File: config.mk
export PLATFORM = sky130hd
export DESIGN_NAME = pmcs_regs
export DESIGN_NICKNAME = d
export VERILOG_FILES = /design/src/pmcs_pkg.sv /design/src/pmcs_regs.sv
export SDC_FILE = /design/constraint.sdc
export NUM_CORES = 1
export LEC_CHECK = 0
export BUFFER_PORTS_ARGS = -buffer_cell sky130_fd_sc_hd__buf_2
export CAP_MARGIN = 10
export CORE_ASPECT_RATIO = 1.2
export CORE_MARGIN = 3
export CORE_UTILIZATION = 46
export DETAILED_ROUTE_END_ITERATION = 16
export PLACE_DENSITY = 0.77
export SYNTH_ARGS = -nofsm -noshare
export SYNTH_HDL_FRONTEND = slang
export SYNTH_SLANG_ARGS = --single-unit
File: constraint.sdc
create_clock -name clock -period 1.3 [get_ports clock]
set_input_delay 0.13 -clock clock [delete_from_list [all_inputs] [get_ports clock]]
set_output_delay 0.13 -clock clock [all_outputs]
set_load 0.01 [all_outputs]
File: src/pmcs_pkg.sv
// Package with the register map, field positions and timing of the block.
package pmcs_pkg;

  // Management register addresses.
  localparam logic [4:0] ADDR_CONTROL = 5'h00;
  localparam logic [4:0] ADDR_STATUS  = 5'h01;

  // Control register field positions.
  localparam int CTL_RESTART_BIT = 9;
  localparam int CTL_DUPLEX_BIT  = 8;
  localparam int CTL_COLTEST_BIT = 7;

  // Status register field positions.
  localparam int ST_T4_BIT       = 15;
  localparam int ST_CAP_HI_BIT   = 14;
  localparam int ST_CAP_LO_BIT   = 11;
  localparam int ST_RSV_HI_BIT   = 10;
  localparam int ST_RSV_LO_BIT   = 7;
  localparam int ST_PREAMBLE_BIT = 6;
  localparam int ST_AN_DONE_BIT  = 5;
  localparam int ST_RFAULT_BIT   = 4;
  localparam int ST_AN_ABLE_BIT  = 3;
  localparam int ST_LINK_BIT     = 2;
  localparam int ST_JABBER_BIT   = 1;
  localparam int ST_EXT_BIT      = 0;

  // Reset values.
  localparam logic [15:0] STATUS_RESET = 16'h7809;
  localparam logic [3:0]  CAP_RESET    = 4'hF;
  localparam logic [3:0]  RSV_RESET    = 4'h0;

  // Collision test timing: bit times and the 50 MHz clock period in ns.
  localparam int CLK_PERIOD_NS   = 20;
  localparam int BIT_TIME_NS     = 10;
  localparam int COL_ASSERT_BITS = 512;
  localparam int COL_DROP_BITS   = 4;
  // Longest times round down, never below one cycle.
  localparam int COL_ASSERT_CYC  =
    (COL_ASSERT_BITS * BIT_TIME_NS / CLK_PERIOD_NS) < 1 ? 1 :
    (COL_ASSERT_BITS * BIT_TIME_NS / CLK_PERIOD_NS);
  localparam int COL_DROP_CYC    =
    (COL_DROP_BITS * BIT_TIME_NS / CLK_PERIOD_NS) < 1 ? 1 :
    (COL_DROP_BITS * BIT_TIME_NS / CLK_PERIOD_NS);

  // One management access as seen by the register logic.
  typedef struct packed {
    logic        wr;
    logic        rd;
    logic [4:0]  addr;
    logic [15:0] wdata;
  } pmcs_access_s;

  // Events reported by the surrounding PHY functions.
  typedef struct packed {
    logic an_done;
    logic rfault;
    logic link_up;
    logic jabber;
    logic an_started;
  } pmcs_event_s;

endpackage

File: src/pmcs_regs.sv
// Control low bits and status register of the PHY management block.
`timescale 1ns/100ps

// What this block does
// - Restart write ignored while auto-negotiation disabled.
// - Restart bit self-clears once negotiation begins.
// - Hardware mode takes duplex from pin.
// - Hardware mode duplex status shows active setting.
// - Software autoneg mode duplex follows negotiation result.
// - Software manual mode: control bit selects duplex.
// - Loopback makes duplex control bit ineffective.
// - Collision test off: collision does not follow transmit.
// - Collision test on works even in loopback.
// - Collision asserts within 512, drops within 4 bits.
// - Reserved control bits six to zero read zero.
// - Status register at address one, reset defaults.
// - Four-pair capability bit always reads zero.
// - Four capability bits reset to one.
// - Capability bits change only through override enable.
// - Preamble suppression bit resets to zero.
// - Negotiation complete latches high, resets zero.
// - Remote fault latches high, resets zero.
// - Negotiation ability and extended capability read one.
// - Link status latches low, resets zero.
// - Latching-high bits clear when status is read.
// - Override enable gates override-write bits.
module pmcs_regs (
  input  wire logic                  clock,         // 50 MHz clock.
  input  wire logic                  resetn,        // Sync reset, low.
  input  wire pmcs_pkg::pmcs_access_s acc,          // Management access.
  output logic [15:0]                rdata,         // Read data, next cycle.
  input  wire logic                  hardware_software_select_pin, // 1 = sw.
  input  wire logic                  duplex_select_pin, // Hw-mode duplex.
  input  wire logic                  an_enable,     // Negotiation enable.
  input  wire logic                  loopback,      // Loopback mode active.
  input  wire logic                  override_en,   // Override write enable.
  input  wire logic                  an_duplex,     // Negotiated duplex.
  input  wire pmcs_pkg::pmcs_event_s ev,            // Status events.
  input  wire logic                  txen,          // Transmit enable.
  output logic                       an_restart,    // Restart pulse.
  output logic                       full_duplex,   // Operating duplex.
  output logic                       duplex_status, // Detailed duplex bit.
  output logic                       col            // Collision output.
);

  // Register state.
  logic        restart_reg;
  logic        duplex_reg;
  logic        coltest_reg;
  logic [3:0]  cap_reg;
  logic [3:0]  rsv_reg;
  logic        preamble_reg;
  logic        an_done_reg;
  logic        rfault_reg;
  logic        link_reg;
  logic        jabber_reg;
  logic [15:0] status_next;
  logic [15:0] control_next;
  logic [8:0]  col_cnt_reg;
  logic        wr_ctl;
  logic        wr_st;
  logic        rd_st;
  logic        rd_ctl;
  logic        dpx_next;

  // Latch-high update shared by the three sticky status bits. The event
  // term is ORed last so an event in the read cycle is never lost.
  function automatic logic latch_high_next(input logic event_in,
                                           input logic held,
                                           input logic clear);
    return event_in | (held & ~clear);
  endfunction

  // Address decoding for writes and reads.
  always_comb begin
    wr_ctl = 1'b0;
    wr_st  = 1'b0;
    rd_st  = 1'b0;
    rd_ctl = 1'b0;
    if (acc.addr == pmcs_pkg::ADDR_CONTROL) begin
      wr_ctl = acc.wr;
      rd_ctl = acc.rd;
    end else if (acc.addr == pmcs_pkg::ADDR_STATUS) begin
      wr_st = acc.wr;
      rd_st = acc.rd;
    end
  end

  // Assembled status word; constant bits are wired, not stored.
  always_comb begin
    status_next = 16'h0000;
    status_next[pmcs_pkg::ST_T4_BIT] = 1'b0;
    status_next[pmcs_pkg::ST_CAP_HI_BIT:pmcs_pkg::ST_CAP_LO_BIT] = cap_reg;
    status_next[pmcs_pkg::ST_RSV_HI_BIT:pmcs_pkg::ST_RSV_LO_BIT] = rsv_reg;
    status_next[pmcs_pkg::ST_PREAMBLE_BIT] = preamble_reg;
    status_next[pmcs_pkg::ST_AN_DONE_BIT]  = an_done_reg;
    status_next[pmcs_pkg::ST_RFAULT_BIT]   = rfault_reg;
    status_next[pmcs_pkg::ST_AN_ABLE_BIT]  = 1'b1;
    status_next[pmcs_pkg::ST_LINK_BIT]     = link_reg;
    status_next[pmcs_pkg::ST_JABBER_BIT]   = jabber_reg;
    status_next[pmcs_pkg::ST_EXT_BIT]      = 1'b1;
  end

  // Control word; low seven bits are reserved and read zero.
  always_comb begin
    control_next = 16'h0000;
    control_next[pmcs_pkg::CTL_RESTART_BIT] = restart_reg;
    control_next[pmcs_pkg::CTL_DUPLEX_BIT]  = duplex_reg;
    control_next[pmcs_pkg::CTL_COLTEST_BIT] = coltest_reg;
  end

  // Read data is registered so the output comes from a flip-flop.
  always_ff @(posedge clock) begin
    if (!resetn) begin
      rdata <= 16'h0000;
    end else if (rd_st) begin
      rdata <= status_next;
    end else if (rd_ctl) begin
      rdata <= control_next;
    end else if (acc.rd) begin
      rdata <= 16'h0000;
    end
  end

  // Restart bit: only accepted with negotiation enabled in software mode.
  // It stays set until the negotiation engine reports it has begun.
  always_ff @(posedge clock) begin
    if (!resetn) begin
      restart_reg <= 1'b0;
      an_restart  <= 1'b0;
    end else begin
      an_restart <= 1'b0;
      if (wr_ctl && acc.wdata[pmcs_pkg::CTL_RESTART_BIT] && an_enable &&
          hardware_software_select_pin) begin
        restart_reg <= 1'b1;
        an_restart  <= 1'b1;
      end else if (ev.an_started) begin
        restart_reg <= 1'b0;
      end
    end
  end

  // Duplex and collision-test control bits; bit writes always store.
  always_ff @(posedge clock) begin
    if (!resetn) begin
      duplex_reg  <= 1'b0;
      coltest_reg <= 1'b0;
    end else if (wr_ctl) begin
      duplex_reg  <= acc.wdata[pmcs_pkg::CTL_DUPLEX_BIT];
      coltest_reg <= acc.wdata[pmcs_pkg::CTL_COLTEST_BIT];
    end
  end

  // Operating duplex selection: pin, negotiation or control bit.
  always_comb begin
    if (!hardware_software_select_pin) begin
      dpx_next = duplex_select_pin;
    end else if (an_enable) begin
      dpx_next = an_duplex;
    end else if (loopback) begin
      dpx_next = 1'b0;
    end else begin
      dpx_next = duplex_reg;
    end
  end

  // Duplex outputs; status mirrors the active setting every cycle.
  always_ff @(posedge clock) begin
    if (!resetn) begin
      full_duplex   <= 1'b0;
      duplex_status <= 1'b0;
    end else begin
      full_duplex   <= dpx_next;
      duplex_status <= dpx_next;
    end
  end

  // Override-write bits: capabilities, reserved and preamble suppression.
  always_ff @(posedge clock) begin
    if (!resetn) begin
      cap_reg      <= pmcs_pkg::CAP_RESET;
      rsv_reg      <= pmcs_pkg::RSV_RESET;
      preamble_reg <= 1'b0;
    end else if (wr_st && override_en) begin
      cap_reg      <= acc.wdata[pmcs_pkg::ST_CAP_HI_BIT:
                                pmcs_pkg::ST_CAP_LO_BIT];
      rsv_reg      <= acc.wdata[pmcs_pkg::ST_RSV_HI_BIT:
                                pmcs_pkg::ST_RSV_LO_BIT];
      preamble_reg <= acc.wdata[pmcs_pkg::ST_PREAMBLE_BIT];
    end
  end

  // Latching bits; an event in the read cycle wins over the clear.
  always_ff @(posedge clock) begin
    if (!resetn) begin
      an_done_reg <= 1'b0;
      rfault_reg  <= 1'b0;
      jabber_reg  <= 1'b0;
      link_reg    <= 1'b0;
    end else begin
      an_done_reg <= latch_high_next(ev.an_done, an_done_reg, rd_st);
      rfault_reg  <= latch_high_next(ev.rfault, rfault_reg, rd_st);
      jabber_reg  <= latch_high_next(ev.jabber, jabber_reg, rd_st);
      // Latch low: a drop sticks; a read reloads the live link state.
      link_reg    <= rd_st ? ev.link_up : (link_reg & ev.link_up);
    end
  end

  // Collision test output follows transmit enable with one cycle of lag.
  // Asserting after one cycle keeps well inside the longest delay, and the
  // drop is equally fast, so no per-mode delay line is needed.
  always_ff @(posedge clock) begin
    if (!resetn) begin
      col <= 1'b0;
    end else if (!coltest_reg) begin
      col <= 1'b0;
    end else begin
      col <= txen;
    end
  end

  // Transmit time seen during collision test, in clock cycles. It stops at
  // the longest allowed delay so a long frame cannot wrap it to zero; the
  // bound check below reads it.
  always_ff @(posedge clock) begin
    if (!resetn) begin
      col_cnt_reg <= 9'h000;
    end else if (!coltest_reg || !txen) begin
      col_cnt_reg <= 9'h000;
    end else if (col_cnt_reg != 9'(pmcs_pkg::COL_ASSERT_CYC)) begin
      col_cnt_reg <= col_cnt_reg + 9'h001;
    end
  end

  // Restart checks.
  restart_gate_a: assert property (
    @(posedge clock) disable iff (!resetn)
    (wr_ctl && !an_enable && !restart_reg) |=> !restart_reg)
    else $error("Restart accepted with negotiation disabled.");
  restart_take_a: assert property (
    @(posedge clock) disable iff (!resetn)
    (wr_ctl && acc.wdata[pmcs_pkg::CTL_RESTART_BIT] && an_enable &&
     hardware_software_select_pin) |=> (an_restart && restart_reg))
    else $error("Accepted restart gave no pulse.");
  restart_hw_a: assert property (
    @(posedge clock) disable iff (!resetn)
    !hardware_software_select_pin |=> !an_restart)
    else $error("Restart pulse in hardware mode.");
  restart_clear_a: assert property (
    @(posedge clock) disable iff (!resetn)
    (ev.an_started && !(wr_ctl && acc.wdata[pmcs_pkg::CTL_RESTART_BIT]))
    |=> !restart_reg)
    else $error("Restart bit did not self-clear.");

  // Duplex checks.
  hw_duplex_a: assert property (
    @(posedge clock) disable iff (!resetn)
    !hardware_software_select_pin |=> full_duplex == $past(duplex_select_pin))
    else $error("Hardware duplex not from pin.");
  hw_status_a: assert property (
    @(posedge clock) disable iff (!resetn)
    !hardware_software_select_pin
    |=> duplex_status == $past(duplex_select_pin))
    else $error("Detailed duplex bit not from pin.");
  an_duplex_a: assert property (
    @(posedge clock) disable iff (!resetn)
    (hardware_software_select_pin && an_enable)
    |=> full_duplex == $past(an_duplex))
    else $error("Negotiated duplex not applied.");
  sw_duplex_a: assert property (
    @(posedge clock) disable iff (!resetn)
    (hardware_software_select_pin && !an_enable && !loopback)
    |=> full_duplex == $past(duplex_reg))
    else $error("Manual duplex not from control bit.");
  loop_duplex_a: assert property (
    @(posedge clock) disable iff (!resetn)
    (hardware_software_select_pin && !an_enable && loopback) |=> !full_duplex)
    else $error("Duplex bit acted in loopback.");

  // Collision checks.
  col_off_a: assert property (
    @(posedge clock) disable iff (!resetn)
    !coltest_reg |=> !col)
    else $error("Collision driven without test.");
  col_time_a: assert property (
    @(posedge clock) disable iff (!resetn)
    (coltest_reg && txen) ##1 coltest_reg |-> ##[0:2] col)
    else $error("Collision late.");
  col_bound_a: assert property (
    @(posedge clock) disable iff (!resetn)
    (coltest_reg && col_cnt_reg == 9'(pmcs_pkg::COL_ASSERT_CYC)) |-> col)
    else $error("Collision missing at the longest delay.");
  col_drop_a: assert property (
    @(posedge clock) disable iff (!resetn)
    $fell(txen) |-> ##[0:2] !col)
    else $error("Collision held too long.");

  // Status register and reserved control bit checks.
  cap_guard_a: assert property (
    @(posedge clock) disable iff (!resetn)
    (wr_st && !override_en) |=> $stable(cap_reg))
    else $error("Override bit write without enable.");
  rsv_guard_a: assert property (
    @(posedge clock) disable iff (!resetn)
    (wr_st && !override_en) |=> ($stable(rsv_reg) && $stable(preamble_reg)))
    else $error("Reserved or preamble bit written without enable.");
  cap_write_a: assert property (
    @(posedge clock) disable iff (!resetn)
    (wr_st && override_en)
    |=> cap_reg == $past(acc.wdata[pmcs_pkg::ST_CAP_HI_BIT:
                                   pmcs_pkg::ST_CAP_LO_BIT]))
    else $error("Enabled capability write did not land.");
  latch_hold_a: assert property (
    @(posedge clock) disable iff (!resetn)
    (jabber_reg && !rd_st) |=> jabber_reg)
    else $error("Jabber bit lost before read.");
  jabber_set_a: assert property (
    @(posedge clock) disable iff (!resetn)
    ev.jabber |=> jabber_reg)
    else $error("Jabber event not latched.");
  done_set_a: assert property (
    @(posedge clock) disable iff (!resetn)
    ev.an_done |=> an_done_reg)
    else $error("Negotiation complete not latched.");
  done_clear_a: assert property (
    @(posedge clock) disable iff (!resetn)
    (rd_st && !ev.an_done) |=> !an_done_reg)
    else $error("Latched bit not cleared on read.");
  fault_clear_a: assert property (
    @(posedge clock) disable iff (!resetn)
    (rd_st && !ev.rfault) |=> !rfault_reg)
    else $error("Remote fault not cleared on read.");
  link_low_a: assert property (
    @(posedge clock) disable iff (!resetn)
    (!ev.link_up) |=> !link_reg)
    else $error("Link drop not captured.");
  link_reload_a: assert property (
    @(posedge clock) disable iff (!resetn)
    (rd_st && ev.link_up) |=> link_reg)
    else $error("Link bit not reloaded on read.");
  status_fixed_a: assert property (
    @(posedge clock) disable iff (!resetn)
    rd_st |=> (!rdata[pmcs_pkg::ST_T4_BIT] &&
               rdata[pmcs_pkg::ST_AN_ABLE_BIT] &&
               rdata[pmcs_pkg::ST_EXT_BIT]))
    else $error("Fixed status bits wrong.");
  ctl_rsv_a: assert property (
    @(posedge clock) disable iff (!resetn)
    rd_ctl |=> rdata[pmcs_pkg::CTL_COLTEST_BIT-1:0] == 7'h00)
    else $error("Reserved control bits not zero.");

  // Main scenarios.
  restart_c: cover property (@(posedge clock) an_restart);
  col_c:     cover property (@(posedge clock) coltest_reg && col);
  cap_wr_c:  cover property (@(posedge clock) wr_st && override_en);
  latch_c:   cover property (@(posedge clock) rd_st && an_done_reg);
  hw_mode_c: cover property (@(posedge clock) !hardware_software_select_pin);

endmodule // pmcs_regs

==> results of run 1 <==
-- cell type report --
type                    count  area share, %
flip-flops and latches     33           40.4
multi-input cells          90           35.3
repair buffers             54           17.6
clock buffers               8           2.99
well taps                  33           2.53
inverters                   5           1.15
-- logic make-up after synthesis --
group                  Yosys count  synth area share, %
AND/OR/NAND/NOR                 50                 20.8
other                            1                0.279
flip-flops                      33                 49.2
buffers and inverters           19                 7.91
AO/OA/AOI/OAI                   29                 14.4
multiplexers                    10                 7.45
-- metal layers --
| layer | vias up | wire length [um] | share of wire [%] | GRT usage [%] |
|---|---|---|---|---|
| met3 | 8 | 255 | 8.7 | 7.66 |
| met1 | 524 | 1190 | 41 | 19.2 |
| met2 | 49 | 1420 | 48 | 29.4 |
| met5 | - | 0 | 0 | 0 |
| li1 | 587 | - | - | - |
| met4 | 0 | 61 | 2.1 | 8.21 |
-- synthesized netlist by cell type --
library cell	number
a21boi_1	1
nand2_2	1
inv_1	5
nor3b_1	1
nor2_1	5
o21ai_0	4
o211ai_1	4
buf_2	4
and3_1	2
conb_1	1
mux2i_1	10
nand4_1	1
nor4_4	1
nor2b_1	11
o21ai_1	4
nand3_1	6
and2_1	2
clkbuf_1	4
buf_4	4
a21oi_1	6
a32oi_1	9
dfxtp_1	33
buf_6	2
nand3b_1	1
nand2_1	18
a22oi_1	1
nand3b_4	1
-- power by group --
part	leakage (nW)	switching [mW]	internal, mW
Clock	0.0265	0.319	0.215
Sequential	0.267	0.00661	1.02
Combinational	0.482	0.0807	0.0688
Total	0.776	0.406	1.31
-- repair_timing --
item,CTS,global route
endpoints found under the hold margin,1,0
hold buffers,1,0
gates resized for setup,0,0
-- per-stage QoR --
stage / setup WS [ns] / hold slack [ns] / instance area [um^2] / std cells
after floorplan: 0.256 / 0.220 / 1340 / 142
after global placement: 0.139 / 0.338 / 1580 / 214
after detailed placement: 0.0644 / 0.351 / 1580 / 214
after CTS: 0.334 / 0.0155 / 1630 / 223
after global routing: 0.292 / 0.0268 / 1630 / 223
final: 0.350 / 0.0269 / 1630 / 223
-- worst max path at each step --
stage                           start                         to  slack (ns)  cells after the start
2_1_floorplan                 acc[16]  preamble_reg$_SDFFE_PN0P_        0.26                      6
3_3_place_gp                  acc[19]   coltest_reg$_SDFFE_PN0P_        0.14                      5
3_5_place_dp                  acc[19]    rsv_reg[3]$_SDFFE_PN0P_        0.06                      4
4_1_cts        rdata[12]$_SDFFE_PN0P_                  rdata[12]        0.33                      1
5_1_grt        rdata[12]$_SDFFE_PN0P_                  rdata[12]        0.29                      1
6_report       rdata[12]$_SDFFE_PN0P_                  rdata[12]        0.35                      1
==> flow_metrics.tcl, run 1 <==
set metrics [dict create \
    area_growth_pct 21.6 \
    cp_slowest_cell "dfxtp_1" \
    rsz0062_at_grt "no" \
    path_delay_family "flip-flops" \
    cpPeakStageDelay_ns 0.35 \
    power.density_mw_per_mm2 1050 \
    ys_warn_count 0 \
    maxSlewViolCount 0 \
    grt_pass1_wl_mm 4.93 \
    r2r_end "duplex_status$_SDFF_PN0_" \
    layout.nets 226 \
    wire_per_inst_um 13.1 \
    finalHoldViolCount 0 \
    gp_congestion 0.712 \
    synth-seq-area-share_pct 49.2 \
    regArea_um2 661 \
    core_mm2 0.00265 \
    finalCritPeriodShare_pct 73.1 \
    die_w_um 55.3 \
    pin_count 57 \
    multi_input_area_um2 577 \
    vias 1168 \
    clk_latency_ns 0.32 \
    finClkSkew_ns 0.00320 \
    syn_avg_cell_area_um2 9.46 \
    setup-tns-final_ns 0 \
    finalCriticalPeriod_ns 0.950 \
    cts_setup_buffers 0 \
    grt_pass1_vias 1086 \
    status "finished clean" \
    hold_class "in2reg" \
    max_freq_mhz 1050 \
    antenna_found_initial 0 \
    hpwlAfterDp_mm 2.17 \
    grt_max_degree 22 \
    finalCoreUtilization_pct 61.6 \
    antenna_cells 0 \
    finalPower_mw 1.71 \
    wl_mm 2.93 \
    synthCells 142 \
    finalSetupViolCount 0 \
    grt.overflow.total 0 \
    yosysTopAreaCellShare_pct 49.2 \
    cts.sinks 33 \
    crit_arrival_ns 0.82 \
    grt.total_usage_pct 17.6 \
    dr.pass1.iters 4 \
    initial_utilization_pct 50.7 \
    synth_area_leaders "dfxtp_1 (49%), mux2i_1 (7.4%), a32oi_1 (5.9%)" \
    crit_type "reg2out" \
    rows 20 \
    timing.critical_path.to_type "primary output" \
    synth_nets 179 \
    peakVddDrop_v 0.000697 \
    drive_above_1_share_pct 32.1 \
    layout_commonest_cell "buf_2" \
    die_area_mm2 0.00361 \
    startpoint_type "register" \
    synth_seq_cells 33 \
    critical_path_required_ns 1.17 \
    drcViolationCount 0 \
    layout_common_cells "buf_2 (48), dfxtp_1 (33), nand2_1 (18)" \
    hold-path-cell-count 3 \
    worst-path-buf-inv 1 \
    portBuffers 48 \
    drt.antenna.violating_nets 0 \
    clk_pin_slew_worst_paths_ns 0.10 \
    rr_worst_depth 3 \
    nFillCells 253 \
    largest_reg_flops 14 \
    yosysUniqueCellTypes 27 \
    cts_root_buf "clkbuf_4" \
    htree_num_levels 2 \
    cts_buffers 5 \
    cts_buffer_depth 2 \
    hold_path_startpoint "ev[2]" \
    die_y_um 65.2 \
    viasPerCell 5.24 \
    power.leakage_nw 0.776 \
    synth.largest_area_cell "dfxtp_1" \
    tritoncts "built" \
    crit_chain "buf_2" \
    max_cap_viol_count 0 \
    whs_endpoint "link_reg$_SDFF_PN0_" \
    synth_area_mm2 0.00134 \
    r2r_slack_ns 0.49 \
    cp_max_fo 2 \
    drt-initial-drc-count 29 \
    crit-reg2reg-launch "duplex_reg$_SDFFE_PN0P_" \
]
Power figures use the tool's default switching activity.
==> run 2: changes to the inputs <==
==> constraint.sdc (replaced) <==
create_clock -name clock -period 0.91 [get_ports clock]
set_input_delay 0.091 -clock clock [delete_from_list [all_inputs] [get_ports clock]]
set_output_delay 0.091 -clock clock [all_outputs]
set_load 0.01 [all_outputs]
==> flow_metrics.tcl, run 2 (synthesis gave the netlist of run 1 again) <==
set metrics [dict create \
    status "finished clean" \
    finalHoldViolCount 0 \
    power_frac_clock_pct 34.4 \
    finalCritPeriodShare_pct 99.7 \
    power.leakage_nw 0.921 \
    die_area_mm2 0.00361 \
    globalRouteMet2Util_pct 33.9 \
    finalSetupViolCount 0 \
    worst_slack_ns 0.00257 \
    nFillCells 198 \
    maxSlewViolCount 0 \
    drt-initial-drc-count 35 \
    gp_congestion 0.785 \
    antenna_found_initial 0 \
    die_w_um 55.3 \
    switching_share_pct 23.2 \
    rsz0062_at_grt "yes" \
    cp_slowest_cell "dfxtp_4" \
    drt.antenna.violating_nets 0 \
    power.internal_mw 2.07 \
    cts_buffers 5 \
    hpwlAfterDp_mm 2.32 \
    wl_mm 3.32 \
    largest_reg_flops 14 \
    crit_chain "buf_6" \
    grtUsageMet1_pct 21.5 \
    drcViolationCount 0 \
    grt.total_usage_pct 19.7 \
    crit_arrival_ns 0.82 \
    cts_root_buf "clkbuf_4" \
    htree_num_levels 2 \
    grt.overflow.total 0 \
    r2r_slack_ns 0.11 \
    comb_power_share_pct 10.9 \
    max_cap_viol_count 0 \
    timing.critical_path.to_type "primary output" \
    portBuffers 48 \
    peakVddDrop_v 0.00121 \
    instances_no_fill 243 \
    pin_count 57 \
    power.density_mw_per_mm2 1350 \
    grt_max_degree 19 \
    die_y_um 65.2 \
    power.switching_mw 0.624 \
    clk_latency_ns 0.33 \
    placed_cells_incl_taps 221 \
    startpoint_type "register" \
    initial_utilization_pct 50.7 \
    core_mm2 0.00265 \
    setup-tns-final_ns 0 \
    layout_commonest_cell "buf_2" \
    path_delay_family "flip-flops" \
    cpPeakStageDelay_ns 0.37 \
    vias 1216 \
    antenna_cells 0 \
    use_met3_pct 7.66 \
    hold_class "in2reg" \
    clk_pin_slew_worst_paths_ns 0.10 \
    finalPower_mw 2.69 \
    rows 20 \
    viasPerCell 5.00 \
    critical_path_required_ns 0.82 \
    dpl_cell_area_mm2 0.00166 \
    cts_buffer_depth 2 \
    grt_pass1_vias 1252 \
    design_area_mm2 0.00199 \
    max_freq_mhz 1100 \
    worst-path-buf-inv 1 \
    drive_above_1_share_pct 44.8 \
    gr-max-usage-layer "met2" \
    wire_per_inst_um 13.7 \
    tritoncts "built" \
    dr.pass1.iters 4 \
    layout.nets 246 \
    area_growth_pct 48.0 \
    seqPwrFrac_pct 54.7 \
    finalCriticalPeriod_ns 0.907 \
    crit_type "reg2out" \
    layout_common_cells "buf_2 (31), nand2_1 (18), dfxtp_1 (17), buf_6 (17)" \
    place_ws_ns -0.216 \
    finClkSkew_ns 0.00817 \
    cts.sinks 33 \
    cp_max_fo 3 \
    grt_pass1_wl_mm 5.55 \
]
run 2: changes by cell type in the layout (fill, tap and decap cells not counted), moves of 2 or more:
cell / delta
clkbuf_1: -3
buf_4: +10
dlygate4sd3_1: +9
dfxtp_1: -16
buf_6: +17
clkbuf_8: +2
buf_2: -17
dfxtp_2: +15
run 2: final timing paths:
check / start / end / depth (start not counted)
worst max-delay path: rdata[3]$_SDFFE_PN0P_ / rdata[0] / 1
worst min-delay path: acc[7] / rsv_reg[0]$_SDFFE_PN0P_ / 3
worst max register to register: duplex_reg$_SDFFE_PN0P_ / duplex_status$_SDFF_PN0_ / 3
worst min register to register: rdata[8]$_SDFFE_PN0P_ / rdata[8]$_SDFFE_PN0P_ / 2
run 2: worst register-to-register path: cells and delay by family (launching register included):
family | cells | cell delay [ns]
DFF | 1 | 0.35
AOI/OAI and AO/OA | 2 | 0.21
and+or+nand+nor | 1 | 0.15
run 2: layer usage:
| metal | wire length [um] | vias up |
|---|---|---|
| met5 | 0 | - |
| met4 | 48 | 0 |
| met3 | 207 | 5 |
| met2 | 1740 | 41 |
| met1 | 1330 | 548 |
| li1 | - | 622 |
run 2: what timing repair did:
action / in CTS / in global routing
endpoints found under the setup margin: 16 / 20
gates resized for setup: 20 / 15
buffers inserted: 1 / 3
hold buffers: 10 / 0
endpoints found under the hold margin: 10 / 0
run 2: area by class of cell:
type	count	area, um^2	share of cell area, %
Inverter	5	18.8	0.943
Clock buffer	7	65.1	3.27
Clock inverter	1	5.00	0.252
Tap cell	33	41.3	2.08
Sequential cell	33	683	34.3
Multi-Input combinational cell	90	597	30.0
Timing Repair Buffer	74	579	29.1
run 2: power by group through the flow:
stage | Clock (mW) | Combinational, mW | Sequential (mW)
6_report | 0.927 | 0.293 | 1.47
5_1_grt | 1.02 | 0.320 | 1.47
4_1_cts | 0.968 | 0.287 | 1.47
3_5_place_dp | 0 | 0.246 | 1.50
3_3_place_gp | 0 | 0.240 | 1.50
2_1_floorplan | 0 | 0.123 | 1.50
run 2: per-stage QoR:
step	hold slack [ns]	utilization [%]
5_1_grt	0.0125	75.0
3_5_place_dp	0.314	62.4
4_1_cts	0.00508	71.2
2_1_floorplan	0.181	-
3_3_place_gp	0.290	62.4
6_report	0.0214	75.0
